$ cat config.mk
export PLATFORM = sky130hd
export DESIGN_NAME = control_frame_register_read
export DESIGN_NICKNAME = d
export VERILOG_FILES = /design/src/hw/frame_pkg.sv /design/src/hw/control_frame_register_read.sv
export SDC_FILE = /design/constraint.sdc
export NUM_CORES = 2
export LEC_CHECK = 0
export ABC_CLOCK_PERIOD_IN_PS = 7980
export BUFFER_PORTS_ARGS = -buffer_cell sky130_fd_sc_hd__buf_2
export CAP_MARGIN = 25
export CELL_PAD_IN_SITES_DETAIL_PLACEMENT = 0
export CELL_PAD_IN_SITES_GLOBAL_PLACEMENT = 1
export CORE_AREA = 4 4 358 360
export DETAILED_ROUTE_END_ITERATION = 12
export DIE_AREA = 0 0 362 364
export PLACE_DENSITY = 0.87
export SYNTH_ARGS = -nofsm -noshare
export SYNTH_HDL_FRONTEND = slang
export SYNTH_SLANG_ARGS = --single-unit
$ cat constraint.sdc
create_clock -name clk_sys -period 7.98 [get_ports clk_sys]
set_input_delay 1.596 -clock clk_sys [delete_from_list [all_inputs] [get_ports clk_sys]]
set_output_delay 1.596 -clock clk_sys [all_outputs]
set_load 0.01 [all_outputs]
$ cat src/hw/frame_pkg.sv
// Constants, carrier types and checksum step for the control frame responder
package frame_pkg;
	localparam int NUM_CONN = 5;
	localparam int CONN_W = 3;
	localparam logic [15:0] PREAMBLE = 16'ha1ec;
	localparam logic [7:0] PROTO_REV = 8'h03;
	localparam logic [7:0] CMD_READ = 8'h03;
	localparam logic [7:0] CMD_WRITE = 8'h04;
	localparam logic [7:0] CMD_RESET = 8'h05;
	localparam logic [7:0] CMD_FLASH = 8'h06;
	localparam logic [7:0] CMD_ALIVE = 8'h07;
	localparam logic [7:0] STAT_OK = 8'h00;
	localparam logic [7:0] STAT_BAD_ADDR = 8'h0f;
	localparam logic [7:0] STAT_HDR_CRC = 8'hfb;
	localparam logic [7:0] STAT_LEN_ZERO = 8'hfd;
	localparam logic [7:0] STAT_UNKNOWN = 8'hff;
	localparam logic [5:0] OFS_MARK_HI = 6'h00;
	localparam logic [5:0] OFS_MARK_LO = 6'h01;
	localparam logic [5:0] OFS_REV = 6'h02;
	localparam logic [5:0] OFS_CMD = 6'h03;
	localparam logic [5:0] OFS_SUB = 6'h04;
	localparam logic [5:0] OFS_STATUS = 6'h05;
	localparam logic [5:0] OFS_FLAGS_HI = 6'h06;
	localparam logic [5:0] OFS_FLAGS_LO = 6'h07;
	localparam logic [5:0] OFS_LEN0 = 6'h08;
	localparam logic [5:0] OFS_LEN1 = 6'h09;
	localparam logic [5:0] OFS_LEN2 = 6'h0a;
	localparam logic [5:0] OFS_LEN3 = 6'h0b;
	localparam logic [5:0] OFS_ADDR_HI = 6'h0c;
	localparam logic [5:0] OFS_ADDR_LO = 6'h0d;
	localparam logic [5:0] OFS_CRC_END = 6'h3d;
	localparam logic [5:0] OFS_HCRC_HI = 6'h3e;
	localparam logic [5:0] OFS_HCRC_LO = 6'h3f;
	localparam logic [15:0] RESP_FLAGS = 16'h0001;
	localparam logic [15:0] CRC_POLY = 16'h1021;
	localparam logic [15:0] CRC_INIT = 16'h0000;
	localparam logic [32:0] REG_COUNT = 33'h0_0001_0000;
	localparam int IDLE_TIMEOUT_S = 10;
	localparam int CLK_HZ = 100_000_000;
	localparam int IDLE_TIMEOUT_CYC = IDLE_TIMEOUT_S * CLK_HZ;
	localparam logic [1:0] NET_SEL_IP = 2'h0;
	localparam logic [1:0] NET_SEL_MASK = 2'h1;
	localparam logic [1:0] NET_SEL_PORT = 2'h2;
	localparam logic [1:0] NET_SEL_GW = 2'h3;
	localparam logic [31:0] NET_IP_RST = 32'hc0a8_000a;
	localparam logic [31:0] NET_MASK_RST = 32'hffff_ff00;
	localparam logic [31:0] NET_GW_RST = 32'h0000_0000;
	localparam logic [15:0] NET_PORT_RST = 16'h2711;

	typedef enum {S_IDLE, S_HDR, S_FETCH, S_DATA_HI, S_DATA_LO} resp_state_t;

	typedef struct packed {
		logic [5:0] pos;
		logic [15:0] crc;
		logic [7:0] rev;
		logic [7:0] cmd;
		logic [7:0] sub;
		logic [31:0] len;
		logic [15:0] addr;
		logic [7:0] crc_hi;
	} parse_t;

	typedef struct packed {
		logic [2:0] conn;
		logic [7:0] cmd;
		logic [7:0] sub;
		logic [7:0] status;
		logic [31:0] len;
		logic [15:0] addr;
	} job_t;

	typedef struct packed {
		logic [31:0] ip;
		logic [31:0] mask;
		logic [31:0] gw;
		logic [15:0] port;
	} net_cfg_t;

	function automatic logic [15:0] crc16_step(input logic [15:0] crc_in, input logic [7:0] b);
		logic [15:0] c;
		c = crc_in;
		for (int i = 7; i >= 0; i--) begin
			c = c[15] ^ b[i] ? ({c[14:0], 1'b0} ^ CRC_POLY) : {c[14:0], 1'b0};
		end
		return c;
	endfunction
endpackage

$ cat src/hw/control_frame_register_read.sv
// Control frame parser and responder with connection timeouts and network settings
module control_frame_register_read #(
	parameter int unsigned IDLE_TIMEOUT_CYCLES = frame_pkg::IDLE_TIMEOUT_CYC
) (
	input wire logic clk_sys,
	input wire logic reset,
	input wire logic [frame_pkg::NUM_CONN-1:0] conn_open,
	output logic [frame_pkg::NUM_CONN-1:0] conn_active,
	output logic [frame_pkg::NUM_CONN-1:0] conn_close,
	input wire logic rx_valid,
	output logic rx_ready,
	input wire logic [7:0] rx_byte,
	input wire logic [frame_pkg::CONN_W-1:0] rx_conn,
	output logic tx_valid,
	input wire logic tx_ready,
	output logic [7:0] tx_byte,
	output logic [frame_pkg::CONN_W-1:0] tx_conn,
	output logic reg_rd_req,
	output logic [15:0] reg_rd_addr,
	input wire logic reg_rd_ack,
	input wire logic [15:0] reg_rd_data,
	output logic cmd_event,
	output logic [7:0] cmd_code,
	output logic [frame_pkg::CONN_W-1:0] cmd_conn,
	input wire logic net_cfg_wr,
	input wire logic [1:0] net_cfg_sel,
	input wire logic [31:0] net_cfg_data,
	output frame_pkg::net_cfg_t net_active
);
	frame_pkg::parse_t parse_reg [frame_pkg::NUM_CONN];
	frame_pkg::parse_t cur;
	frame_pkg::parse_t parse_next;
	frame_pkg::job_t job_reg;
	frame_pkg::resp_state_t state_reg;
	frame_pkg::net_cfg_t net_staged_reg;
	logic job_valid_reg;
	logic conn_ok;
	logic rx_take;
	logic hdr_done;
	logic [7:0] status_next;
	logic [15:0] rx_crc;
	logic [32:0] end_index;
	logic known_cmd;
	logic [5:0] hdr_idx_reg;
	logic [15:0] resp_crc_reg;
	logic [30:0] words_reg;
	logic [15:0] rd_addr_reg;
	logic [15:0] data_reg;
	logic [7:0] hdr_byte;
	logic [7:0] out_byte;
	logic tx_ld;
	logic emit;
	logic finish;
	logic tx_valid_reg;
	logic [7:0] tx_byte_reg;
	logic [frame_pkg::CONN_W-1:0] tx_conn_reg;
	logic cmd_event_reg;
	logic [7:0] cmd_code_reg;
	logic [frame_pkg::CONN_W-1:0] cmd_conn_reg;
	logic [31:0] idle_cnt [frame_pkg::NUM_CONN];
	logic active_reg [frame_pkg::NUM_CONN];
	logic close_reg [frame_pkg::NUM_CONN];

	// One shared responder: a finished header stalls all input until its answer is out
	assign conn_ok = (32'(rx_conn) < frame_pkg::NUM_CONN) && conn_active[rx_conn];
	assign rx_ready = !job_valid_reg;
	assign rx_take = rx_valid && rx_ready && conn_ok;
	assign cur = conn_ok ? parse_reg[rx_conn] : '0;
	assign hdr_done = rx_take && (cur.pos == frame_pkg::OFS_HCRC_LO);

	always_comb begin
		parse_next = cur;
		if (cur.pos == frame_pkg::OFS_MARK_HI) begin
			parse_next.pos = (rx_byte == frame_pkg::PREAMBLE[15:8]) ? 6'h01 : 6'h00;
		end else if (cur.pos == frame_pkg::OFS_MARK_LO) begin
			parse_next.crc = frame_pkg::CRC_INIT;
			if (rx_byte == frame_pkg::PREAMBLE[7:0]) begin
				parse_next.pos = frame_pkg::OFS_REV;
			end else begin
				parse_next.pos = (rx_byte == frame_pkg::PREAMBLE[15:8]) ? 6'h01 : 6'h00;
			end
		end else begin
			parse_next.pos = (cur.pos == frame_pkg::OFS_HCRC_LO) ? 6'h00 : cur.pos + 6'h01;
			if (cur.pos <= frame_pkg::OFS_CRC_END) begin
				parse_next.crc = frame_pkg::crc16_step(cur.crc, rx_byte);
			end
			if (cur.pos == frame_pkg::OFS_REV) begin
				parse_next.rev = rx_byte;
			end else if (cur.pos == frame_pkg::OFS_CMD) begin
				parse_next.cmd = rx_byte;
			end else if (cur.pos == frame_pkg::OFS_SUB) begin
				parse_next.sub = rx_byte;
			end else if (cur.pos >= frame_pkg::OFS_LEN0 && cur.pos <= frame_pkg::OFS_LEN3) begin
				parse_next.len = {cur.len[23:0], rx_byte};
			end else if (cur.pos == frame_pkg::OFS_ADDR_HI || cur.pos == frame_pkg::OFS_ADDR_LO) begin
				parse_next.addr = {cur.addr[7:0], rx_byte};
			end else if (cur.pos == frame_pkg::OFS_HCRC_HI) begin
				parse_next.crc_hi = rx_byte;
			end
		end
	end

	// Per-connection parse state; open and close restart the hunt for a marker
	always_ff @(posedge clk_sys) begin
		if (reset) begin
			for (int i = 0; i < frame_pkg::NUM_CONN; i++) begin
				parse_reg[i] <= '0;
			end
		end else begin
			if (rx_take) begin
				parse_reg[rx_conn] <= parse_next;
			end
			for (int i = 0; i < frame_pkg::NUM_CONN; i++) begin
				if (conn_open[i] || close_reg[i]) begin
					parse_reg[i] <= '0;
				end
			end
		end
	end

	// Payload checksum is not checked, so a stray read payload is just dropped
	assign rx_crc = {cur.crc_hi, rx_byte};
	assign end_index = {17'h0_0000, cur.addr} + {2'b00, cur.len[31:1]};
	assign known_cmd = (cur.cmd == frame_pkg::CMD_READ) || (cur.cmd == frame_pkg::CMD_WRITE) ||
		(cur.cmd == frame_pkg::CMD_RESET) || (cur.cmd == frame_pkg::CMD_FLASH) ||
		(cur.cmd == frame_pkg::CMD_ALIVE);

	always_comb begin
		if (rx_crc != cur.crc) begin
			status_next = frame_pkg::STAT_HDR_CRC;
		end else if (cur.rev != frame_pkg::PROTO_REV || !known_cmd) begin
			status_next = frame_pkg::STAT_UNKNOWN;
		end else if (cur.cmd != frame_pkg::CMD_READ) begin
			status_next = frame_pkg::STAT_OK;
		end else if (cur.len == 32'h0000_0000) begin
			status_next = frame_pkg::STAT_LEN_ZERO;
		end else if (cur.len[0] || end_index > frame_pkg::REG_COUNT) begin
			status_next = frame_pkg::STAT_BAD_ADDR;
		end else begin
			status_next = frame_pkg::STAT_OK;
		end
	end

	always_ff @(posedge clk_sys) begin
		if (reset) begin
			job_reg <= '0;
			job_valid_reg <= 1'b0;
		end else if (hdr_done) begin
			job_reg.conn <= rx_conn;
			job_reg.cmd <= cur.cmd;
			job_reg.sub <= cur.sub;
			job_reg.status <= status_next;
			job_reg.addr <= cur.addr;
			job_reg.len <= (status_next == frame_pkg::STAT_OK && cur.cmd == frame_pkg::CMD_READ) ?
				cur.len : 32'h0000_0000;
			job_valid_reg <= 1'b1;
		end else if (finish) begin
			job_valid_reg <= 1'b0;
		end
	end

	// Non-read commands are executed outside; this only announces them
	always_ff @(posedge clk_sys) begin
		if (reset) begin
			cmd_event_reg <= 1'b0;
			cmd_code_reg <= 8'h00;
			cmd_conn_reg <= '0;
		end else begin
			cmd_event_reg <= hdr_done && status_next == frame_pkg::STAT_OK &&
				cur.cmd != frame_pkg::CMD_READ;
			if (hdr_done) begin
				cmd_code_reg <= cur.cmd;
				cmd_conn_reg <= rx_conn;
			end
		end
	end

	always_comb begin
		if (hdr_idx_reg == frame_pkg::OFS_MARK_HI) begin
			hdr_byte = frame_pkg::PREAMBLE[15:8];
		end else if (hdr_idx_reg == frame_pkg::OFS_MARK_LO) begin
			hdr_byte = frame_pkg::PREAMBLE[7:0];
		end else if (hdr_idx_reg == frame_pkg::OFS_REV) begin
			hdr_byte = frame_pkg::PROTO_REV;
		end else if (hdr_idx_reg == frame_pkg::OFS_CMD) begin
			hdr_byte = job_reg.cmd;
		end else if (hdr_idx_reg == frame_pkg::OFS_SUB) begin
			hdr_byte = job_reg.sub;
		end else if (hdr_idx_reg == frame_pkg::OFS_STATUS) begin
			hdr_byte = job_reg.status;
		end else if (hdr_idx_reg == frame_pkg::OFS_FLAGS_HI) begin
			hdr_byte = frame_pkg::RESP_FLAGS[15:8];
		end else if (hdr_idx_reg == frame_pkg::OFS_FLAGS_LO) begin
			hdr_byte = frame_pkg::RESP_FLAGS[7:0];
		end else if (hdr_idx_reg == frame_pkg::OFS_LEN0) begin
			hdr_byte = job_reg.len[31:24];
		end else if (hdr_idx_reg == frame_pkg::OFS_LEN1) begin
			hdr_byte = job_reg.len[23:16];
		end else if (hdr_idx_reg == frame_pkg::OFS_LEN2) begin
			hdr_byte = job_reg.len[15:8];
		end else if (hdr_idx_reg == frame_pkg::OFS_LEN3) begin
			hdr_byte = job_reg.len[7:0];
		end else if (hdr_idx_reg == frame_pkg::OFS_ADDR_HI) begin
			hdr_byte = job_reg.addr[15:8];
		end else if (hdr_idx_reg == frame_pkg::OFS_ADDR_LO) begin
			hdr_byte = job_reg.addr[7:0];
		end else if (hdr_idx_reg == frame_pkg::OFS_HCRC_HI) begin
			hdr_byte = resp_crc_reg[15:8];
		end else if (hdr_idx_reg == frame_pkg::OFS_HCRC_LO) begin
			hdr_byte = resp_crc_reg[7:0];
		end else begin
			hdr_byte = 8'h00;
		end
	end

	assign tx_ld = !tx_valid_reg || tx_ready;
	assign emit = state_reg == frame_pkg::S_HDR || state_reg == frame_pkg::S_DATA_HI ||
		state_reg == frame_pkg::S_DATA_LO;
	assign out_byte = state_reg == frame_pkg::S_HDR ? hdr_byte :
		(state_reg == frame_pkg::S_DATA_HI ? data_reg[15:8] : data_reg[7:0]);
	assign finish = tx_ld && ((state_reg == frame_pkg::S_HDR && hdr_idx_reg == frame_pkg::OFS_HCRC_LO &&
		words_reg == 31'h0000_0000) || (state_reg == frame_pkg::S_DATA_LO && words_reg == 31'h0000_0001));
	assign reg_rd_req = state_reg == frame_pkg::S_FETCH;
	assign reg_rd_addr = rd_addr_reg;

	always_ff @(posedge clk_sys) begin
		if (reset) begin
			state_reg <= frame_pkg::S_IDLE;
			hdr_idx_reg <= 6'h00;
			resp_crc_reg <= frame_pkg::CRC_INIT;
			words_reg <= 31'h0000_0000;
			rd_addr_reg <= 16'h0000;
			data_reg <= 16'h0000;
		end else begin
			case (state_reg)
				frame_pkg::S_IDLE: begin
					if (job_valid_reg) begin
						state_reg <= frame_pkg::S_HDR;
						hdr_idx_reg <= 6'h00;
						resp_crc_reg <= frame_pkg::CRC_INIT;
						words_reg <= job_reg.len[31:1];
						rd_addr_reg <= job_reg.addr;
					end
				end
				frame_pkg::S_HDR: begin
					if (tx_ld) begin
						hdr_idx_reg <= hdr_idx_reg + 6'h01;
						if (hdr_idx_reg >= frame_pkg::OFS_REV && hdr_idx_reg <= frame_pkg::OFS_CRC_END) begin
							resp_crc_reg <= frame_pkg::crc16_step(resp_crc_reg, hdr_byte);
						end
						if (hdr_idx_reg == frame_pkg::OFS_HCRC_LO) begin
							state_reg <= finish ? frame_pkg::S_IDLE : frame_pkg::S_FETCH;
						end
					end
				end
				frame_pkg::S_FETCH: begin
					if (reg_rd_ack) begin
						data_reg <= reg_rd_data;
						state_reg <= frame_pkg::S_DATA_HI;
					end
				end
				frame_pkg::S_DATA_HI: begin
					if (tx_ld) begin
						state_reg <= frame_pkg::S_DATA_LO;
					end
				end
				frame_pkg::S_DATA_LO: begin
					if (tx_ld) begin
						words_reg <= words_reg - 31'h0000_0001;
						rd_addr_reg <= rd_addr_reg + 16'h0001;
						state_reg <= finish ? frame_pkg::S_IDLE : frame_pkg::S_FETCH;
					end
				end
				default: state_reg <= frame_pkg::S_IDLE;
			endcase
		end
	end

	always_ff @(posedge clk_sys) begin
		if (reset) begin
			tx_valid_reg <= 1'b0;
			tx_byte_reg <= 8'h00;
			tx_conn_reg <= '0;
		end else if (tx_ld) begin
			tx_valid_reg <= emit;
			if (emit) begin
				tx_byte_reg <= out_byte;
				tx_conn_reg <= job_reg.conn;
			end
		end
	end

	assign tx_valid = tx_valid_reg;
	assign tx_byte = tx_byte_reg;
	assign tx_conn = tx_conn_reg;
	assign cmd_event = cmd_event_reg;
	assign cmd_code = cmd_code_reg;
	assign cmd_conn = cmd_conn_reg;

	// Only a complete valid-marker header or a conn_open pulse restarts the idle count, not stray bytes
	for (genvar i = 0; i < frame_pkg::NUM_CONN; i++) begin : g_conn
		always_ff @(posedge clk_sys) begin
			if (reset) begin
				idle_cnt[i] <= 32'h0000_0000;
				active_reg[i] <= 1'b0;
				close_reg[i] <= 1'b0;
			end else begin
				close_reg[i] <= 1'b0;
				if (conn_open[i]) begin
					active_reg[i] <= 1'b1;
					idle_cnt[i] <= 32'h0000_0000;
				end else if (active_reg[i]) begin
					if (hdr_done && 32'(rx_conn) == i) begin
						idle_cnt[i] <= 32'h0000_0000;
					end else if (idle_cnt[i] == 32'(IDLE_TIMEOUT_CYCLES - 1)) begin
						active_reg[i] <= 1'b0;
						close_reg[i] <= 1'b1;
						idle_cnt[i] <= 32'h0000_0000;
					end else begin
						idle_cnt[i] <= idle_cnt[i] + 32'h0000_0001;
					end
				end
			end
		end
		assign conn_active[i] = active_reg[i];
		assign conn_close[i] = close_reg[i];

	end

	// Staged settings wait so a half-written address cannot cut the link
	always_ff @(posedge clk_sys) begin
		if (reset) begin
			net_staged_reg <= {frame_pkg::NET_IP_RST, frame_pkg::NET_MASK_RST,
				frame_pkg::NET_GW_RST, frame_pkg::NET_PORT_RST};
			net_active <= {frame_pkg::NET_IP_RST, frame_pkg::NET_MASK_RST,
				frame_pkg::NET_GW_RST, frame_pkg::NET_PORT_RST};
		end else if (net_cfg_wr) begin
			if (net_cfg_sel == frame_pkg::NET_SEL_IP) begin
				net_staged_reg.ip <= net_cfg_data;
			end else if (net_cfg_sel == frame_pkg::NET_SEL_MASK) begin
				net_staged_reg.mask <= net_cfg_data;
			end else if (net_cfg_sel == frame_pkg::NET_SEL_PORT) begin
				net_staged_reg.port <= net_cfg_data[15:0];
			end else begin
				net_staged_reg.gw <= net_cfg_data;
				net_active <= {net_staged_reg.ip, net_staged_reg.mask, net_cfg_data,
					net_staged_reg.port};
			end
		end
	end
endmodule // control_frame_register_read

# Word-level counts from Yosys, hierarchy flattened
# Memory sizes are Yosys's and may differ from the RTL's.
# Index checks and enable logic that the tools add are counted.
totals:
  latchBits: 0
  mem_bits_rw: 680
  n_memories: 4
  wordCells: 515
  mem_bits_ro: 0
  in_bits: 72
  out_inout_bits: 164
  register_bits: 398
mem_list:
  columns: ["memory", "depth", "word_bits", "rd", "rd_clocked_by_memory_dff", "wr", "line_no", "source"]
  rows:
  - ["parse_reg", 5, 102, 1, 0, 6, "control_frame_register_read.sv:30", "frame_pkg::parse_t parse_reg [frame_pkg::NUM_CONN];"]
  - ["idle_cnt", 5, 32, 5, 0, 5, "control_frame_register_read.sv:60", "logic [31:0] idle_cnt [frame_pkg::NUM_CONN];"]
  - ["active_reg", 5, 1, 5, 0, 5, "control_frame_register_read.sv:61", "logic active_reg [frame_pkg::NUM_CONN];"]
  - ["close_reg", 5, 1, 5, 0, 5, "control_frame_register_read.sv:62", "logic close_reg [frame_pkg::NUM_CONN];"]
op_classes:
  n_mux: 251
  shift: 0
  reduce_logical: 58
  bitwise: 95
  n_addsub: 10
  eq_ne: 65
  div_mod_pow: 0
  magnitude_cmp: 8
  mul: 0
op_table:
  columns: ["operator", "n"]
  rows:
  - ["two-way mux 32 bit", 28]
  - ["two-way mux 102 bit", 6]
  - ["two-way mux 8 bit", 27]
  - ["two-way mux 13 bit", 16]
  - ["adder 32 x 1 -> 32 bit, second input constant", 5]
  - ["== test 32 x 30 -> 1 bit, second input constant", 5]
  - ["one-hot mux 32 bit (5 select lines)", 1]
  - ["two-way mux 1 bit", 145]
  - ["two-way mux 16 bit", 7]
  - ["== test 32 x 2 -> 1 bit, second input constant", 3]
  - ["== test 32 x 3 -> 1 bit, second input constant", 3]
  - ["two-way mux 96 bit", 1]
  - ["two-way mux 80 bit", 1]
  - ["two-way mux 72 bit", 1]
  - ["logical NOT 32 bit", 2]
  - ["two-way mux 64 bit", 1]
  - ["one-hot mux 16 bit (2 select lines)", 2]
  - ["two-way mux 31 bit", 2]
  - ["one-hot mux 31 bit (2 select lines)", 1]
  - ["two-way mux 56 bit", 1]
  - ["== test 6 x 4 -> 1 bit, second input constant", 8]
  - ["inverter 3 bit", 16]
  - ["OR 1 bit", 45]
  - ["adder 16 x 31 -> 32 bit", 1]
  - ["51 further kinds", 159]

# Longest topological paths before layout
depth:
  depth_word: 36
  depth_mapped: 24

# Worst setup path after synthesis
# OpenSTA, ideal clock, no wires.
synth_path:
  path_kind: "in2reg"
  startpoint: "input rx_conn[0] in the netlist's numbering"
  endpoint: "memory parse_reg[2][0] in the netlist's numbering, enable pin"
  cell_stages: 14
  required_ns: 6.791
  arrival_ns: 6.155
  setup_time_ns: 1.189
  path_buffers: 9
  setup_slack_ns: 0.636
  cell_sequence: "buf_6 buf_6 buf_6 buf_4 buf_2 buf_4 buf_2 buf_2 a211oi_1 a21oi_1 nor3_1 nand3_1 clkbuf_1 nand3b_1"
synth_rtl:
  columns: ["element", "line_no", "source"]
  rows:
  - ["start: declaration", "control_frame_register_read.sv:13", "input wire logic [frame_pkg::CONN_W-1:0] rx_conn,"]
  - ["end: declaration", "control_frame_register_read.sv:30", null]

# Worst setup path after layout
layout_path:
  startpoint: "input rx_conn[1] in the netlist's numbering"
  endpoint: "register job_reg[24] in the netlist's numbering"
layout_between:
  elab_chain_len: 16
  word_cells_on_any_way: 35
  classes_between: "1 x add/sub; 2 x order compare; 9 x eq/ne; 9 x mux; 13 x reduce/logical; 1 x memory"
layout_lines:
  columns: ["element", "line_no", "source"]
  rows:
  - ["branches (longest 16 deep; another with adder 16 x 31 -> 32 bit)", null, null]
  - ["end: declaration", "control_frame_register_read.sv:33", "frame_pkg::job_t job_reg;"]
# Parallel ways; which one is timed is not known. The select of a mux whose other input is x is not followed.
# A chain may end at the register's enable or synchronous reset.

==> results.yml <==
clocking:
  clock_path_buffers: 3
  cts_made_buffers: 147
  cts_tree: "done"
  clock_latency_ps: 790
  htreeDepth: 4
  cts_hold_buf: 0
  cts-root-buf: "clkbuf_16"
  clk_pin_slew_ps: 60
  cts_resized: 0
  cts_num_sinks: 1351
  cts_setup_buffers: 0
place:
  place_congestion: 0.9671
  pre_cts_ws_ps: 688.7
  hpwl_mm: 106.7
  dp_cells: 7465
  port_buffers: 235
pwr:
  ir_drop_uv: 193.9
  total_power_mw: 16.14
  static-leakage-power_nw: 27.15
  power_density_mw_per_mm2: 228.2
timing:
  hold_viol: 0
  slew_violations: 0
  setup_tns_ps: 0
  timing.final.crit_period_ps: 6545
  setup_viol: 0
  fin_crit_sh_pct: 82.02
  layout_setup_ws_ps: 1435
  fmax_ghz: 0.1528
  tightest_slew_ps: 1048
  rsz0062_at_grt: "no"
  fin_skew_ps: 31.01
  relSlewSlack_pct: 30.11
synth:
  yosys-top-cells-area: "edfxtp_1 47%, dfxtp_1 12%, nor2_1 5.1%, nand2_1 4.9%, mux4_2 4.3%"
  synth-seq-cells: 1351
  syn_area_sq_mm: 0.06223
  ys.flop_type: "edfxtp_1"
  ys_warn_count: 0
  synth_area_leader_cell: "edfxtp_1"
  syn_avg_cell_area_sq_um: 11.26
  synth_cell_types: 106
  yosysTopAreaCellShare_pct: 47.39
  ys_async_sr_fraction_pct: 0
  synth_edf_count: 982
  synth_cells: 5529
  ys_seq_area_share_pct: 59.26
critical_path:
  worstPathMaxFanout: 108
  crit_slowest_cell: "nor3_4"
  max_stage_delay_ps: 630
  worstSetupEndpointType: "flop"
  cp-start-kind: "input port"
  setup.worst_path.class: "in -> reg"
  cp_common_cell: "a21oi_1"
  cp.required_ps: 8700
  worstPathCellList: "buf_8 -> buf_12 -> inv_2 -> nor2_1 -> a21oi_1 -> mux2i_1 -> and2_1 -> ha_1 -> nand3_1 -> a2bb2oi_1 -> a21oi_1 -> or3_1 -> a32oi_1 -> o311ai_0 -> nor4_1 -> o211ai_2 -> nor3_4 -> a22o_1"
  cp.arrival_ps: 7270
floorplan:
  start_util_pct: 49.75
  die_area_sq_mm: 0.1318
  die_height_microns: 364
  num_io_pins: 236
  die_w_microns: 362
  core-area_sq_mm: 0.1251
  rows: 130
hold_path:
  min_path_type: "reg -> reg"
flow_run:
  maxCapViolCount: 0
global_route:
  grt_first_pass_wirelength_mm: 256.2
  antenna_found_initial: 5
  grt-ovfl-total: 0
  grt_pass1_vias: 42957
  grt_max_degree: 127
  track_usage_pct: 25.08
route:
  routed_wl_mm: 167.8
  firstDrtPassIters: 8
  viasPerCell: 5.716
  vias: 44206
  post_drt_wl_per_cell_microns: 21.70
  drc: 0
  ant_nets: 0
  drt_iter0_markers: 4787
final_layout:
  multiInputGateArea_sq_mm: 0.02416
  final_nets: 6078
  fillers: 10565
  largest_reg_flops: 816
  final_cell_mix: "982 x edfxtp_1, 851 x nor2_1, 813 x nand2_1"
  drive_above_1_share_pct: 12.25
  register_area_sq_mm: 0.03688
  layout_commonest_cell: "edfxtp_1"
  instances_no_fill: 7734
  area_growth_pct: 13.64
run_status:
  run_status: "complete, no violations"
## per-stage QoR
stage,hold WS (ps),cell area (sq um),utilization (%)
finish,449.1,70720,56.54
floorplan,427.2,63380,-
CTS,451.7,70600,56.45
detailed placement,443.1,65780,52.59
global route,468.2,70720,56.54
global placement,437.4,65750,52.57
## area by class of cell
cell class	instances	share of cell area (%)
flip-flops and latches	1351	52.14
multi-input cells	3972	34.16
clock buffers	195	5.750
repair buffers	344	3.146
well taps	1650	2.919
clock inverters	67	1.069
inverters	152	0.8068
diodes	3	0.01062
## synthesized netlist by cell type (all sizes together), types with 10 or more instances
cell type	number
and4	14
o21ai	140
and2	43
nor2b	23
inv	152
edfxtp	982
or4	10
a22o	32
nor3	70
mux4	148
nor4	27
clkbuf	253
xnor2	95
o211ai	28
mux2	17
ha	37
o22ai	15
mux2i	196
xor2	131
a21oi	339
a211oi	40
nand2	817
nand4	42
nand3b	90
nand3	149
or3	21
nor2	855
a221oi	13
a22oi	49
buf	105
dfxtp	369
and3	54
a21o	10
nand2b	10
a31oi	13
nor4b	12
## power breakdown
part           switching, mW  internal, mW  total [mW]
clock network           2.86          3.91        6.76
registers              0.156          7.87        8.03
logic                  0.892         0.454        1.35
## metal layers
layer  global-route usage (%)  up-vias  routed length [microns]
met4                    8.763        4                     5369
met5                        0        -                       21
met2                    41.16     1840                    79750
met3                    4.939      302                    14260
met1                    33.52    21685                    68420
li1                         -    20375                        -
## critical path: cells and delay by family
kind / cells / cell delay, ps
simple gates: 6 / 2080
compound gates: 7 / 1490
buf+inv: 3 / 1110
mux: 1 / 390
fa+ha+maj: 1 / 320
## cell families (layout without fill, tap and decap cells)
group,count (synthesis),after routing,share of synthesized area [%]
flip-flops,1351,1351,59.26
AND/OR/NAND/NOR,2268,2268,16.14
AO/OA/AOI/OAI,772,772,7.696
adder cells (fa/ha/maj),38,38,0.7761
other,2,310,0.01207
XOR/XNOR,226,226,3.181
buffers and inverters,511,758,3.945
multiplexers,361,361,8.997
## worst paths after layout
path	from	cells past startpoint	slack, ps	end
max	rx_conn[1]	18	1440	job_reg[24]
min	net_active[42]	2	450	net_active[42]
max reg2reg	active_reg[3]	18	2050	job_reg[24]
min reg2reg	net_active[42]	2	450	net_active[42]
Power figures use the tool's default switching activity.
